## src/rtl/iip_pkg.sv

```systemverilog
package iip_pkg;
  // --------------------------------------------------------------------------
  // Notes on behaviour
  // - eight data lines carry one byte at a time, line one least significant.
  // - interface clear held low returns all bus functions to idle; the code keeps parallel poll enable, service request, remote and lockout.
  // - attention low means command bytes, high means device data bytes.
  // - service request is signalled by pulling the request line low.
  // - remote operation only while remote enable is low; full remote/local.
  // - end line low with attention high marks the last data byte.
  // - end line low with attention low starts a parallel poll answer.
  // - source pulls data valid low once its byte is on the lines.
  // - busy acceptor holds not-ready low; source waits until it releases.
  // - not-accepted stays low until the acceptor has taken the byte.
  // - lines are wired-OR; release every line not actively pulled low.
  // - full source handshake for sending bytes.
  // - full acceptor handshake for receiving bytes.
  // - talker with serial poll and listener when addressed.
  // - device clear resets command processing.
  // - device trigger starts the triggered function.
  // - universal commands 10h to 1Fh act without addressing.
  // - addressed commands 00h to 0Fh act only when listener addressed.
  // - device clear aborts received commands, keeps instrument settings.
  // - group trigger acts exactly like an external trigger pulse.
  // --------------------------------------------------------------------------

  // raw bus levels as seen on the pins (low is asserted)
  typedef struct packed {
    logic       ifcN;
    logic       atnN;
    logic       renN;
    logic       eoiN;
    logic       davN;
    logic       nrfdN;
    logic       ndacN;
    logic [7:0] dio;
  } iip_in_t;

  // open-drain controls, a zero pulls the line low
  typedef struct packed {
    logic       srq;
    logic       eoi;
    logic       dav;
    logic       nrfd;
    logic       ndac;
    logic [7:0] dio;
  } iip_drv_t;

  // received data byte with its end mark
  typedef struct packed {
    logic       last;
    logic [7:0] data;
  } iip_rx_t;

  typedef enum logic [3:0] {
    S_IDLE   = 4'h1,
    S_SETTLE = 4'h2,
    S_RFD    = 4'h4,
    S_VALID  = 4'h8
  } iip_src_t;

  typedef enum logic [3:0] {
    A_IDLE  = 4'h1,
    A_READY = 4'h2,
    A_TAKE  = 4'h4,
    A_DONE  = 4'h8
  } iip_acc_t;

  // input synchroniser
  localparam int              SYNC_W     = $bits(iip_in_t) + 1;
  localparam logic [SYNC_W-1:0] SYNC_RST = 16'hFFFF;
  localparam iip_drv_t        DRV_RST    = 13'h1FFF;

  // data settling before data valid
  localparam int              CLK_NS     = 40;
  localparam int              SETTLE_NS  = 2000;
  localparam int              SETTLE_CYC = (SETTLE_NS + CLK_NS - 1) / CLK_NS;
  localparam int              SETTLE_W   = 6;

  // receive buffer
  localparam int              FIFO_DEPTH = 8;

  // command groups on bits 6..4 and 6..5
  localparam logic [2:0]      GRP_ADDR   = 3'h0;
  localparam logic [2:0]      GRP_UNI    = 3'h1;
  localparam logic [1:0]      GRP_LISTEN = 2'h1;
  localparam logic [1:0]      GRP_TALK   = 2'h2;
  localparam logic [1:0]      GRP_SEC    = 2'h3;
  localparam int              PPD_BIT    = 4;

  // command codes
  localparam logic [6:0]      CMD_GTL    = 7'h01;
  localparam logic [6:0]      CMD_SDC    = 7'h04;
  localparam logic [6:0]      CMD_PPC    = 7'h05;
  localparam logic [6:0]      CMD_GET    = 7'h08;
  localparam logic [6:0]      CMD_LLO    = 7'h11;
  localparam logic [6:0]      CMD_DCL    = 7'h14;
  localparam logic [6:0]      CMD_PPU    = 7'h15;
  localparam logic [6:0]      CMD_SPE    = 7'h18;
  localparam logic [6:0]      CMD_SPD    = 7'h19;
  localparam logic [6:0]      CMD_UNL    = 7'h3F;
  localparam logic [6:0]      CMD_UNT    = 7'h5F;

  // status byte service bit
  localparam logic [7:0]      RSV_MASK   = 8'h40;
endpackage : iip_pkg

```

## src/rtl/iip_fifo.sv

```systemverilog
`timescale 1ns/1ps
`default_nettype none
module iip_fifo #(
  parameter int WIDTH = 9,
  parameter int DEPTH = 8
) (
  // clock and reset
  input  wire logic             clk,
  input  wire logic             nrst,
  input  wire logic             flush,
  // fill side
  input  wire logic             inValid,
  output logic                  inReady,
  input  wire logic [WIDTH-1:0] inData,
  // drain side
  output logic                  outValid,
  output logic [WIDTH-1:0]      outData,
  input  wire logic             outReady
);
  localparam int AW = $clog2(DEPTH);

  logic [WIDTH-1:0] mem [DEPTH];
  logic [AW-1:0]    wrPtr_r;
  logic [AW-1:0]    rdPtr_r;
  logic [AW:0]      count_r;
  logic             outValid_r;
  logic [WIDTH-1:0] outData_r;
  logic             push;
  logic             pop;

  // full and empty decode
  assign inReady  = (count_r != (AW+1)'(DEPTH));
  assign push     = inValid & inReady;
  assign pop      = (count_r != '0) & (~outValid_r | outReady);
  assign outValid = outValid_r;
  assign outData  = outData_r;

  // storage array
  always_ff @(posedge clk) begin
    if (push) begin
      mem[wrPtr_r] <= inData;
    end
  end

  // pointers, fill level and output stage
  always_ff @(posedge clk) begin
    if (!nrst || flush) begin
      wrPtr_r    <= '0;
      rdPtr_r    <= '0;
      count_r    <= '0;
      outValid_r <= 1'b0;
      outData_r  <= '0;
    end else begin
      if (push) wrPtr_r <= wrPtr_r + 1'b1;
      if (pop) rdPtr_r <= rdPtr_r + 1'b1;
      if (push && !pop) count_r <= count_r + 1'b1;
      else if (pop && !push) count_r <= count_r - 1'b1;
      if (pop) begin
        outValid_r <= 1'b1;
        outData_r  <= mem[rdPtr_r];
      end else if (outReady) begin
        outValid_r <= 1'b0;
      end
    end
  end
endmodule : iip_fifo
`default_nettype wire

```

## src/rtl/iip_port.sv

```systemverilog
`timescale 1ns/1ps
`default_nettype none
module iip_port (
  // clock and reset
  input  wire logic              clk,
  input  wire logic              nrst,
  // bus pins: raw levels in, pull-down controls out
  input  wire iip_pkg::iip_in_t  lineIn,
  output var  iip_pkg::iip_drv_t lineOut,
  output var  iip_pkg::iip_drv_t lineDrvN,
  // instrument settings
  input  wire logic [4:0]        myAddr,
  input  wire logic              extTrigIn,
  input  wire logic              localReq,
  // received bytes
  output var  iip_pkg::iip_rx_t  rxData,
  output logic                   rxValid,
  input  wire logic              rxReady,
  // bytes to send
  input  wire logic [7:0]        txData,
  input  wire logic              txLast,
  input  wire logic              txValid,
  output logic                   txReady,
  // service request
  input  wire logic [7:0]        statusByte,
  input  wire logic              svcReq,
  output logic                   srqPending,
  // states and events
  output logic                   remoteMode,
  output logic                   lockedOut,
  output logic                   listening,
  output logic                   talking,
  output logic                   devClear,
  output logic                   devTrigger
);
  import iip_pkg::*;

  // --------------------------------------------------------------------------
  // input synchronisers
  // --------------------------------------------------------------------------
  logic [SYNC_W-1:0] rawIn;
  logic [SYNC_W-1:0] sync1_r;
  logic [SYNC_W-1:0] sync2_r;
  logic [SYNC_W-1:0] sync3_r;
  logic [SYNC_W-1:0] filt_r;
  logic [SYNC_W-1:0] filt_nxt;

  // a bit changes once the second and third stages agree
  assign rawIn    = {extTrigIn, lineIn};
  assign filt_nxt = (sync2_r & sync3_r) | (filt_r & (sync2_r ^ sync3_r));

  always_ff @(posedge clk) begin
    if (!nrst) begin
      sync1_r <= SYNC_RST;
      sync2_r <= SYNC_RST;
      sync3_r <= SYNC_RST;
      filt_r  <= SYNC_RST;
    end else begin
      sync1_r <= rawIn;
      sync2_r <= sync1_r;
      sync3_r <= sync2_r;
      filt_r  <= filt_nxt;
    end
  end

  // --------------------------------------------------------------------------
  // line levels, asserted high
  // --------------------------------------------------------------------------
  iip_in_t    lv;
  logic       extLvl;
  logic       ifc;
  logic       atn;
  logic       ren;
  logic       eoi;
  logic       dav;
  logic       nrfdLo;
  logic       ndacLo;
  logic [7:0] busByte;

  assign lv      = filt_r[SYNC_W-2:0];
  assign extLvl  = filt_r[SYNC_W-1];
  assign ifc     = ~lv.ifcN;
  assign atn     = ~lv.atnN;
  assign ren     = ~lv.renN;
  assign eoi     = ~lv.eoiN;
  assign dav     = ~lv.davN;
  assign nrfdLo  = ~lv.nrfdN;
  assign ndacLo  = ~lv.ndacN;
  assign busByte = ~lv.dio; // low line is a one, first line is bit 0

  // --------------------------------------------------------------------------
  // state registers
  // --------------------------------------------------------------------------
  iip_src_t            src_r;
  iip_src_t            src_nxt;
  iip_acc_t            acc_r;
  iip_acc_t            acc_nxt;
  logic                listen_r;
  logic                listen_nxt;
  logic                talk_r;
  logic                talk_nxt;
  logic                spas_r;
  logic                spas_nxt;
  logic                ppcPend_r;
  logic                ppcPend_nxt;
  logic                ppEn_r;
  logic                ppEn_nxt;
  logic                ppSense_r;
  logic [2:0]          ppLine_r;
  logic                remote_r;
  logic                remote_nxt;
  logic                lockout_r;
  logic                lockout_nxt;
  logic                srqPend_r;
  logic                srqPend_nxt;
  logic [7:0]          txByte_r;
  logic [7:0]          txByte_nxt;
  logic                txEoi_r;
  logic                txEoi_nxt;
  logic [SETTLE_W-1:0] settle_r;
  logic                txReady_r;
  logic                devClear_r;
  logic                devClear_nxt;
  logic                devTrig_r;
  logic                devTrig_nxt;
  logic                extPrev_r;
  iip_drv_t            drvN_r;
  iip_drv_t            drvN_nxt;

  // --------------------------------------------------------------------------
  // command decode
  // --------------------------------------------------------------------------
  logic [6:0] cmd;
  logic       cmdTake;
  logic       cmdUni;
  logic       cmdAddr;
  logic       isMla;
  logic       isUnl;
  logic       isMta;
  logic       isTalk;
  logic       isUnt;
  logic       isSec;
  logic       ppeTake;

  // attention low frames a command byte
  assign cmdTake = (acc_r == A_TAKE) & atn;
  assign cmd     = busByte[6:0];
  assign cmdUni  = cmdTake & (cmd[6:4] == GRP_UNI);
  assign cmdAddr = cmdTake & (cmd[6:4] == GRP_ADDR) & listen_r;
  assign isMla   = cmd == {GRP_LISTEN, myAddr};
  assign isUnl   = cmd == CMD_UNL;
  assign isMta   = cmd == {GRP_TALK, myAddr};
  assign isTalk  = cmd[6:5] == GRP_TALK;
  assign isUnt   = cmd == CMD_UNT;
  assign isSec   = cmd[6:5] == GRP_SEC;
  assign ppeTake = cmdTake & isSec & ppcPend_r;

  // --------------------------------------------------------------------------
  // addressing, poll and remote state
  // --------------------------------------------------------------------------
  assign listen_nxt  = ifc ? 1'b0 :
                       (cmdTake & isMla) ? 1'b1 :
                       (cmdTake & isUnl) ? 1'b0 : listen_r;
  assign talk_nxt    = ifc ? 1'b0 :
                       (cmdTake & isMta) ? 1'b1 :
                       (cmdTake & (isUnt | isTalk)) ? 1'b0 : talk_r;
  assign spas_nxt    = ifc ? 1'b0 :
                       (cmdUni & (cmd == CMD_SPE)) ? 1'b1 :
                       (cmdUni & (cmd == CMD_SPD)) ? 1'b0 : spas_r;
  assign ppcPend_nxt = ifc ? 1'b0 :
                       (cmdTake & ~isSec) ? (cmdAddr & (cmd == CMD_PPC)) : ppcPend_r;
  assign ppEn_nxt    = (cmdUni & (cmd == CMD_PPU)) ? 1'b0 :
                       ppeTake ? ~cmd[PPD_BIT] : ppEn_r;
  assign remote_nxt  = ~ren ? 1'b0 :
                       (cmdTake & isMla) ? 1'b1 :
                       ((cmdAddr & (cmd == CMD_GTL)) | (localReq & ~lockout_r)) ? 1'b0 : remote_r;
  assign lockout_nxt = ~ren ? 1'b0 :
                       (cmdUni & (cmd == CMD_LLO)) ? 1'b1 : lockout_r;

  // clear and trigger events
  assign devClear_nxt = (cmdUni & (cmd == CMD_DCL)) | (cmdAddr & (cmd == CMD_SDC));
  assign devTrig_nxt  = (cmdAddr & (cmd == CMD_GET)) | (extLvl & ~extPrev_r);

  // --------------------------------------------------------------------------
  // acceptor handshake
  // --------------------------------------------------------------------------
  logic accActive;
  logic canTake;
  logic fifoInReady;
  logic fifoPush;

  assign accActive = atn | listen_r;
  assign canTake   = atn | fifoInReady;
  assign fifoPush  = (acc_r == A_TAKE) & ~atn;

  always_comb begin
    acc_nxt = acc_r;
    unique case (acc_r)
      A_IDLE:  if (accActive) acc_nxt = A_READY;
      A_READY: begin
        if (!accActive) acc_nxt = A_IDLE;
        else if (dav && canTake) acc_nxt = A_TAKE;
      end
      A_TAKE:  acc_nxt = A_DONE;
      A_DONE:  if (!dav) acc_nxt = accActive ? A_READY : A_IDLE;
    endcase
    if (ifc) acc_nxt = A_IDLE;
  end

  // --------------------------------------------------------------------------
  // source handshake and serial poll
  // --------------------------------------------------------------------------
  logic       srcGo;
  logic       srcAbort;
  logic       srcLoad;
  logic       srcDone;
  logic [7:0] stByte;

  assign srcAbort = atn | ifc | ~talk_r;
  assign srcGo    = ~srcAbort & (spas_r | txValid);
  assign srcLoad  = (src_r == S_IDLE) & srcGo;
  assign srcDone  = (src_r == S_VALID) & ~ndacLo & ~srcAbort;
  assign stByte   = (statusByte & ~RSV_MASK) | (srqPend_r ? RSV_MASK : 8'h00);
  assign txByte_nxt = ~srcLoad ? txByte_r : spas_r ? stByte : txData;
  assign txEoi_nxt  = ~srcLoad ? txEoi_r : (~spas_r & txLast);

  always_comb begin
    src_nxt = src_r;
    unique case (src_r)
      S_IDLE:   if (srcGo) src_nxt = S_SETTLE;
      S_SETTLE: if (settle_r == '0) src_nxt = S_RFD;
      S_RFD:    if (!nrfdLo) src_nxt = S_VALID;
      S_VALID:  if (!ndacLo) src_nxt = S_IDLE;
    endcase
    if (srcAbort) src_nxt = S_IDLE;
  end

  // service request is set by the instrument, cleared once polled
  assign srqPend_nxt = svcReq | (srqPend_r & ~(srcDone & spas_r & txByte_r[6]));

  // --------------------------------------------------------------------------
  // line drivers, released unless pulled
  // --------------------------------------------------------------------------
  logic       srcOn;
  logic       ppRespond;
  logic [7:0] ppMask;

  assign srcOn     = src_nxt != S_IDLE;
  assign ppRespond = atn & eoi & ppEn_r & (srqPend_r == ppSense_r);
  assign ppMask    = ppRespond ? (8'h01 << ppLine_r) : 8'h00;

  always_comb begin
    drvN_nxt.srq  = ~srqPend_r;
    drvN_nxt.dio  = ~((srcOn ? txByte_nxt : 8'h00) | ppMask);
    drvN_nxt.eoi  = ~(srcOn & txEoi_nxt);
    drvN_nxt.dav  = ~(src_nxt == S_VALID);
    drvN_nxt.nrfd = ~(((acc_nxt == A_READY) & ~canTake) |
                      (acc_nxt == A_TAKE) | (acc_nxt == A_DONE));
    drvN_nxt.ndac = ~((acc_nxt == A_READY) | (acc_nxt == A_TAKE));
  end

  // --------------------------------------------------------------------------
  // registers
  // --------------------------------------------------------------------------
  always_ff @(posedge clk) begin
    if (!nrst) begin
      src_r     <= S_IDLE;
      acc_r     <= A_IDLE;
      drvN_r    <= DRV_RST;
      txByte_r  <= 8'h00;
      txEoi_r   <= 1'b0;
      settle_r  <= '0;
      txReady_r <= 1'b0;
    end else begin
      src_r     <= src_nxt;
      acc_r     <= acc_nxt;
      drvN_r    <= drvN_nxt;
      txByte_r  <= txByte_nxt;
      txEoi_r   <= txEoi_nxt;
      settle_r  <= srcLoad ? SETTLE_W'(SETTLE_CYC - 1) :
                   (settle_r != '0) ? settle_r - 1'b1 : settle_r;
      txReady_r <= srcLoad & ~spas_r;
    end
  end

  // interface function flags
  always_ff @(posedge clk) begin
    if (!nrst) begin
      listen_r  <= 1'b0;
      talk_r    <= 1'b0;
      spas_r    <= 1'b0;
      ppcPend_r <= 1'b0;
      ppEn_r    <= 1'b0;
      remote_r  <= 1'b0;
      lockout_r <= 1'b0;
      srqPend_r <= 1'b0;
    end else begin
      listen_r  <= listen_nxt;
      talk_r    <= talk_nxt;
      spas_r    <= spas_nxt;
      ppcPend_r <= ppcPend_nxt;
      ppEn_r    <= ppEn_nxt;
      remote_r  <= remote_nxt;
      lockout_r <= lockout_nxt;
      srqPend_r <= srqPend_nxt;
    end
  end

  // poll configuration and event pulses
  always_ff @(posedge clk) begin
    if (!nrst) begin
      ppSense_r  <= 1'b0;
      ppLine_r   <= 3'h0;
      devClear_r <= 1'b0;
      devTrig_r  <= 1'b0;
      extPrev_r  <= 1'b1;
    end else begin
      if (ppeTake) ppSense_r <= cmd[3];
      if (ppeTake) ppLine_r <= cmd[2:0];
      devClear_r <= devClear_nxt;
      devTrig_r  <= devTrig_nxt;
      extPrev_r  <= extLvl;
    end
  end

  // --------------------------------------------------------------------------
  // receive buffer, flushed by a device clear
  // --------------------------------------------------------------------------
  logic [8:0] fifoOut;

  iip_fifo #(
    .WIDTH(9),
    .DEPTH(FIFO_DEPTH)
  ) rxFifo (
    .clk      (clk),
    .nrst     (nrst),
    .flush    (devClear_nxt),
    .inValid  (fifoPush),
    .inReady  (fifoInReady),
    .inData   ({eoi, busByte}),
    .outValid (rxValid),
    .outData  (fifoOut),
    .outReady (rxReady)
  );

  // --------------------------------------------------------------------------
  // outputs
  // --------------------------------------------------------------------------
  assign rxData     = fifoOut;
  assign lineOut    = drvN_r;
  assign lineDrvN   = drvN_r;
  assign txReady    = txReady_r;
  assign srqPending = srqPend_r;
  assign remoteMode = remote_r;
  assign lockedOut  = lockout_r;
  assign listening  = listen_r;
  assign talking    = talk_r;
  assign devClear   = devClear_r;
  assign devTrigger = devTrig_r;
endmodule : iip_port
`default_nettype wire

```

## config.mk

```make
export PLATFORM = sky130hd
export DESIGN_NAME = iip_port
export DESIGN_NICKNAME = d
export VERILOG_FILES = /design/src/rtl/iip_pkg.sv /design/src/rtl/iip_fifo.sv /design/src/rtl/iip_port.sv
export SDC_FILE = /design/constraint.sdc
export NUM_CORES = 1
export LEC_CHECK = 0
export ABC_AREA = 1
export BUFFER_PORTS_ARGS = -buffer_cell sky130_fd_sc_hd__clkbuf_2
export CELL_PAD_IN_SITES_DETAIL_PLACEMENT = 1
export CELL_PAD_IN_SITES_GLOBAL_PLACEMENT = 1
export CORE_MARGIN = 1.5
export CORE_UTILIZATION = 48
export DETAILED_ROUTE_END_ITERATION = 10
export PLACE_DENSITY = 0.93
export SETUP_SLACK_MARGIN = 0.02
export SYNTH_ARGS = -nofsm -noshare
export SYNTH_HDL_FRONTEND = slang
export SYNTH_HIERARCHICAL = 1
export SYNTH_SLANG_ARGS = --single-unit
```

## constraint.sdc

```tcl
create_clock -name clk -period 3.5 [get_ports clk]
set_clock_uncertainty 0.15 [all_clocks]
set_input_delay 0.7 -clock clk [delete_from_list [all_inputs] [get_ports clk]]
set_output_delay 0.7 -clock clk [all_outputs]
set_load 0.05 [all_outputs]
```

== Yosys cells after proc, flatten, opt, wreduce, memory -nomap -nowiden ==
Memory sizes are Yosys's and may differ from the RTL's. A register that Yosys moved wholly into a read port is not among the register bits.
Index checks and enable logic that the tools add are counted.
Widths: inputs -> output; s select.

* Bits in registers: 127
* Latch bits: 0
* Bits in writable memories: 72
* Bits in read-only memories: 0
* Bits of input ports: 44
* Output and inout bits: 44
* Word-level logic and storage cells: 210
* Memories: 1

{| class="wikitable"
|+ Memory list
! memory !! words !! bits a word !! read ports !! clocked after memory_dff !! wr ports !! RTL line !! source
|-
| rxFifo.mem || 8 || 9 || 1 || 1 || 1 || iip_fifo.sv:22 || <nowiki>logic [WIDTH-1:0] mem [DEPTH];</nowiki>
|}

* Add/sub/neg operators: 5
* $mul: 0
* Divide/modulo/power cells: 0
* Magnitude comparators: 0
* Equal/unequal tests: 31
* Shift-type cells: 1
* Mux-type cells: 35
* Bitwise logic cells: 81
* Reductions and logical operators: 22

{| class="wikitable"
|+ Operators with widths
! operator !! count
|-
| $mux 4 || 12
|-
| $and 1x1->1 || 39
|-
| $eq 7x5->1 const B || 5
|-
| $and 16x16->16 || 2
|-
| $mux 8 || 4
|-
| $pmux 4 s4 || 2
|-
| $not 1->1 || 20
|-
| $eq 4x4->1 const B || 4
|-
| $not 8->8 || 2
|-
| $or 16x16->16 || 1
|-
| $xor 16x16->16 || 1
|-
| $eq 7x3->1 const B || 2
|-
| $or 1x1->1 || 14
|-
| $reduce_bool 2->1 || 7
|-
| $mux 1 || 13
|-
| $eq 4x2->1 const B || 3
|-
| $eq 4x3->1 const B || 3
|-
| $mux 6 || 2
|-
| $eq 4x1->1 const B || 2
|-
| $or 8x7->8 || 1
|-
| $or 8x8->8 || 1
|-
| $shl 1x3->8 const A || 1
|-
| $eq 7x1->1 const B || 1
|-
| $eq 7x4->1 const B || 1
|-
| 24 further kinds || 32
|}

== Logic depth before layout (Yosys ltp) ==
* Depth in word-level cells: 12
* Mapped depth: 15
* Mapped depth without buffers: 15

== By module ==
The synthesis kept the hierarchy.

{| class="wikitable"
|+ By module, submodules not included
! module !! instances !! cells each !! area each (µm²)
|-
| iip_port || 1 || 562 || 4621.9
|-
| iip_fifo || 1 || 408 || 3967.6
|}

== Worst setup path after synthesis ==
OpenSTA, ideal clock, no wires.

* Path type: input to register
* Start: in rxReady
* End: reg rxFifo.count_r[3]
* Arrival: 2.298 ns
* Data required time: 3.280 ns
* Path slack: 0.982 ns
* Cell stages on the path: 13
* Cells stage by stage: nor2_1 > inv_1 > nand2_1 > buf_4 > ha_1 > inv_1 > ha_1 > or2_2 > nand2_1 > nand3_1 > nand2_1 > nand2_1 > a21oi_1

* Cells in the longest elaborated chain, start to end: 5

{| class="wikitable"
|+ RTL lines
! item !! RTL line !! source
|-
| start: declaration || iip_port.sv:18 || <nowiki>input wire logic rxReady,</nowiki>
|-
| $or 1x1->1 * || iip_fifo.sv:34 || <nowiki>assign pop = (count_r != '0) & (~outValid_r | outReady);</nowiki>
|-
| $and 1x1->1 * || iip_fifo.sv:34 ||
|-
| $logic_not 1->1 || iip_fifo.sv:56 || <nowiki>if (push && !pop) count_r <= count_r + 1'b1;</nowiki>
|-
| $logic_and 1x1->1 || iip_fifo.sv:56 ||
|-
| $mux 4 or $reduce_bool 2->1 (tied branches) || - ||
|-
| end signal: assignment || iip_fifo.sv:56 ||
|-
| end signal: assignment || iip_fifo.sv:57 || <nowiki>else if (pop && !push) count_r <= count_r - 1'b1;</nowiki>
|-
| end: declaration || iip_fifo.sv:25 || <nowiki>logic [AW:0] count_r;</nowiki>
|}

Every way passes the cells marked *; elsewhere a longest branch is shown, timed or not.
A chain may end at the register's enable or synchronous reset.

== Final worst setup path ==
* Start: reg acc_r[1]
* End: reg rxFifo.count_r[3]

{| class="wikitable"
|+ RTL lines
! item !! RTL line !! source
|-
| start: declaration || iip_port.sv:96 || <nowiki>iip_acc_t acc_r;</nowiki>
|-
| start signal: assignment || iip_port.sv:276 || <nowiki>acc_r <= acc_nxt;</nowiki>
|-
| $eq 4x3->1 * || iip_port.sv:194 || <nowiki>assign fifoPush = (acc_r == A_TAKE) & ~atn;</nowiki>
|-
| $and 1x1->1 * || iip_port.sv:194 ||
|-
| net fifoPush || iip_port.sv:190 || <nowiki>logic fifoPush;</nowiki>
|-
| $and 1x1->1 * || iip_fifo.sv:33 || <nowiki>assign push = inValid & inReady;</nowiki>
|-
| net rxFifo.push || iip_fifo.sv:28 || <nowiki>logic push;</nowiki>
|-
| $logic_not 1->1 || iip_fifo.sv:57 ||
|-
| $logic_and 1x1->1 || iip_fifo.sv:57 ||
|-
| $reduce_bool 2->1 (no line) || - ||
|}

Mark *: on every way through the listed nets, which the timed path passes. The rest lies on a longest branch.

==> key figures <==
Place
  • Half-perimeter wire length after detailed placement: 15,200 um
  • Cell count after placement: 1,250
  • GP Congestion: 0.839
  • PortBufs: 86

Clocking
  • Postcts setup bufs: 0
  • Clock input transition at the sequential cells of the worst setup and hold paths: 70 ps
  • Hold-fix buffer count after cts: 0
  • Number of clock buffers inserted by TritonCTS: 23
  • Worst-skew pair later-pin latency: 510 ps
  • CTS tree: yes
  • H-Tree Level Count: 1
  • Maximum number of buffers from clock root to sink: 3
  • Count of cells resized by post-cts repair: 0
  • Master cell of the clock root buffer: sky130_fd_sc_hd__clkbuf_16
  • Clk sinks: 208

Layout
  • Final non-filler cell total: 1,291
  • Number of nets in the layout: 1,117
  • Layout-stage area growth over the synthesis result: 15.1%
  • Layout cells sized above 1: 19.5%
  • Inserted Diodes: 0

Synthesis
  • Count leader, synth: sky130_fd_sc_hd__nand2_1
  • Count of cell types in the netlist: 39
  • Library cell occupying the most area in the post-synthesis netlist: sky130_fd_sc_hd__dfxtp_1
  • Per-instance average area after synthesis: 8.86 um2
  • Post-synthesis async set-or-reset flop share: 0%
  • Sequential share of the synthesized area: 56.9%
  • Cell types occupying the most area after synthesis: sky130_fd_sc_hd__dfxtp_1 32%, sky130_fd_sc_hd__edfxtp_1 25%, sky130_fd_sc_hd__nand2_1 8.9%
  • Post-synth EDFFs: 72
  • Area of the mapped netlist: 8590 um2
  • Top FF cell, synth: sky130_fd_sc_hd__dfxtp_1
  • Share of the synthesized area in the top cell type: 31.7%
  • Synthesized Nets: 1,037
  • Post-synthesis register bit count: 208
  • Instance count of the mapped netlist: 970
  • Top cells by instance count after synthesis: 204 x sky130_fd_sc_hd__nand2_1, 136 x sky130_fd_sc_hd__dfxtp_1, 124 x sky130_fd_sc_hd__inv_1
  • Yosys warnings: 6

Floorplanning
  • Total die area: 18,700 um2
  • Die span in y: 137 um
  • Placeable core region: 17,400 um2
  • Die Width: 137 um
  • Standard-cell rows: 48
  • Top-level port count: 88
  • Starting density of the core: 49.3%

Drt
  • First-iteration detailed-routing DRC count: 443
  • 1st-pass router iterations: 5
  • Wirelength per Cell: 18.5 um
  • DRT antenna net count: 0
  • Routed Wire Length: 23,900 um
  • Vias per cell: 5.41
  • Count of vias placed by the detailed router: 6,985
  • Remaining design rule violation count: 0

Global route
  • Pin count of the biggest net entering global routing: 62
  • Wire length of the first global-routing pass: 38,100 um
  • Via count of the first global-routing pass: 7,452
  • Number of antenna violations at the first check in global routing: 0
  • Global-route congestion overflow total: 0
  • Global-route total usage across every layer: 26.3%

STA
  • Post-route setup TNS: 0 ps
  • Worst slew margin relative to its limit: 37.4%
  • Final Slew Violations: 0
  • RSZ-0062 raised after global routing: no
  • Fmax: 0.351 GHz
  • Final Hold Violating Endpoints: 0
  • Final number of setup-violating endpoints: 0
  • Measured slew at the worst slew-check pin: 936 ps
  • Post-route clock period utilization: 81.4%
  • Minimum clock period: 2850 ps

Critical path
  • Crit start category: register
  • Max FO, Critical Path: 7
  • Data arrival, critical path: 3130 ps
  • Critical path capture point type: register
  • Required time worst endpoint: 3780 ps
  • Category of the critical setup timing path: reg2reg

Power and ir drop
  • Power consumption: 6.58 mW
  • Largest vdd supply drop: 0.444 mV
  • Leakage power summed over all cells: 4.47 nW
  • Power per Cell Area: 666 nW/um2

Hold path
  • Worst hold path class: in2reg

Status
  • Status: completed

Run
  • Max-cap violations: 0
[kinds of logic (layout without fill, tap and decap cells)]
family | Yosys count | in the layout | share of synthesized area [%]
simple gates | 485 | 485 | 25.7
flops | 208 | 208 | 56.9
buf+inv | 172 | 268 | 8.65
compound gates | 76 | 76 | 4.71
fa+ha+maj | 23 | 23 | 3.44
xor+xnor | 6 | 6 | 0.612
[power breakdown]
group	switching, mW	leakage [nW]	internal [mW]
sequential	0.106	1.80	2.64
clock	0.987	0.381	1.40
combinational	1.02	2.29	0.426
[cells in the final DEF, fill, tap and decap left out, types with 24 or more instances in the layout]
cell	instances
sky130_fd_sc_hd__nand2_1	204
sky130_fd_sc_hd__dfxtp_1	136
sky130_fd_sc_hd__inv_1	124
sky130_fd_sc_hd__nand3_1	100
sky130_fd_sc_hd__clkbuf_2	86
sky130_fd_sc_hd__nor2_1	75
sky130_fd_sc_hd__edfxtp_1	72
sky130_fd_sc_hd__or2_2	64
sky130_fd_sc_hd__a21oi_1	43
sky130_fd_sc_hd__clkbuf_16	24
[layer usage]
metal | share of wire, % | track usage (%)
met1 | 39 | 29.6
met4 | 4.0 | 11.2
met2 | 53 | 49.5
met5 | 0 | 0
met3 | 3.7 | 3.70
[sequential cells by signal (all words and copies together), names as in the netlist, 3 cells and up]
| signal | cells |
|---|---|
| rxFifo/mem | 72 |
| ppLine_r | 3 |
| rxFifo/outData | 9 |
| acc_r | 4 |
| sync1_r | 16 |
| rxFifo/count_r | 4 |
| filt_r | 16 |
| sync3_r | 16 |
| lineDrvN | 13 |
| settle_r | 6 |
| sync2_r | 16 |
| txByte_r | 8 |
| src_r | 4 |
| rxFifo/wrPtr_r | 3 |
| rxFifo/rdPtr_r | 3 |
[critical path, stage by stage (launching register included)]
cell                      delay, ps
sky130_fd_sc_hd__dfxtp_1        350
sky130_fd_sc_hd__nor2_1         170
sky130_fd_sc_hd__nand3_1        220
sky130_fd_sc_hd__nor2_1         200
sky130_fd_sc_hd__nand2_1        210
sky130_fd_sc_hd__inv_1          190
sky130_fd_sc_hd__ha_1           210
sky130_fd_sc_hd__inv_1          100
sky130_fd_sc_hd__ha_1           310
sky130_fd_sc_hd__or2_2          310
sky130_fd_sc_hd__nand2_1         70
sky130_fd_sc_hd__nand3_1         60
sky130_fd_sc_hd__nand2_1         60
sky130_fd_sc_hd__nand2_1         50
sky130_fd_sc_hd__a21oi_1        120
[through the flow]
| stage | hold WS [ps] | area [um2] | util, % | setup slack (ps) |
|---|---|---|---|---|
| after global routing | 226 | 9880 | 56.8 | 503 |
| after CTS | 219 | 9880 | 56.8 | 752 |
| after detailed placement | 249 | 9130 | 52.4 | 845 |
| after floorplan | 243 | 8590 | - | 982 |
| after global placement | 244 | 9130 | 52.4 | 920 |
| final | 231 | 9880 | 56.8 | 651 |
[path summary, 6_finish.rpt]
kind / cells after the start / from / slack (ps) / to
worst min-delay path: 2 / lineIn[7] / 230 / sync1_r[7]
worst max-delay path: 14 / acc_r[1] / 650 / rxFifo/count_r[3]
worst max register to register: 14 / acc_r[1] / 650 / rxFifo/count_r[3]
worst min register to register: 1 / sync1_r[2] / 250 / sync2_r[2]
[cell type report]
cell class,count,area (um2)
Timing Repair Buffer,97,513
Clock buffer,34,708
Clock inverter,7,47.5
Sequential cell,208,4880
Inverter,130,488
Fill cell,2053,7530
Multi-Input combinational cell,590,2960
Tap cell,225,282
(Power assumes the default switching activity.)
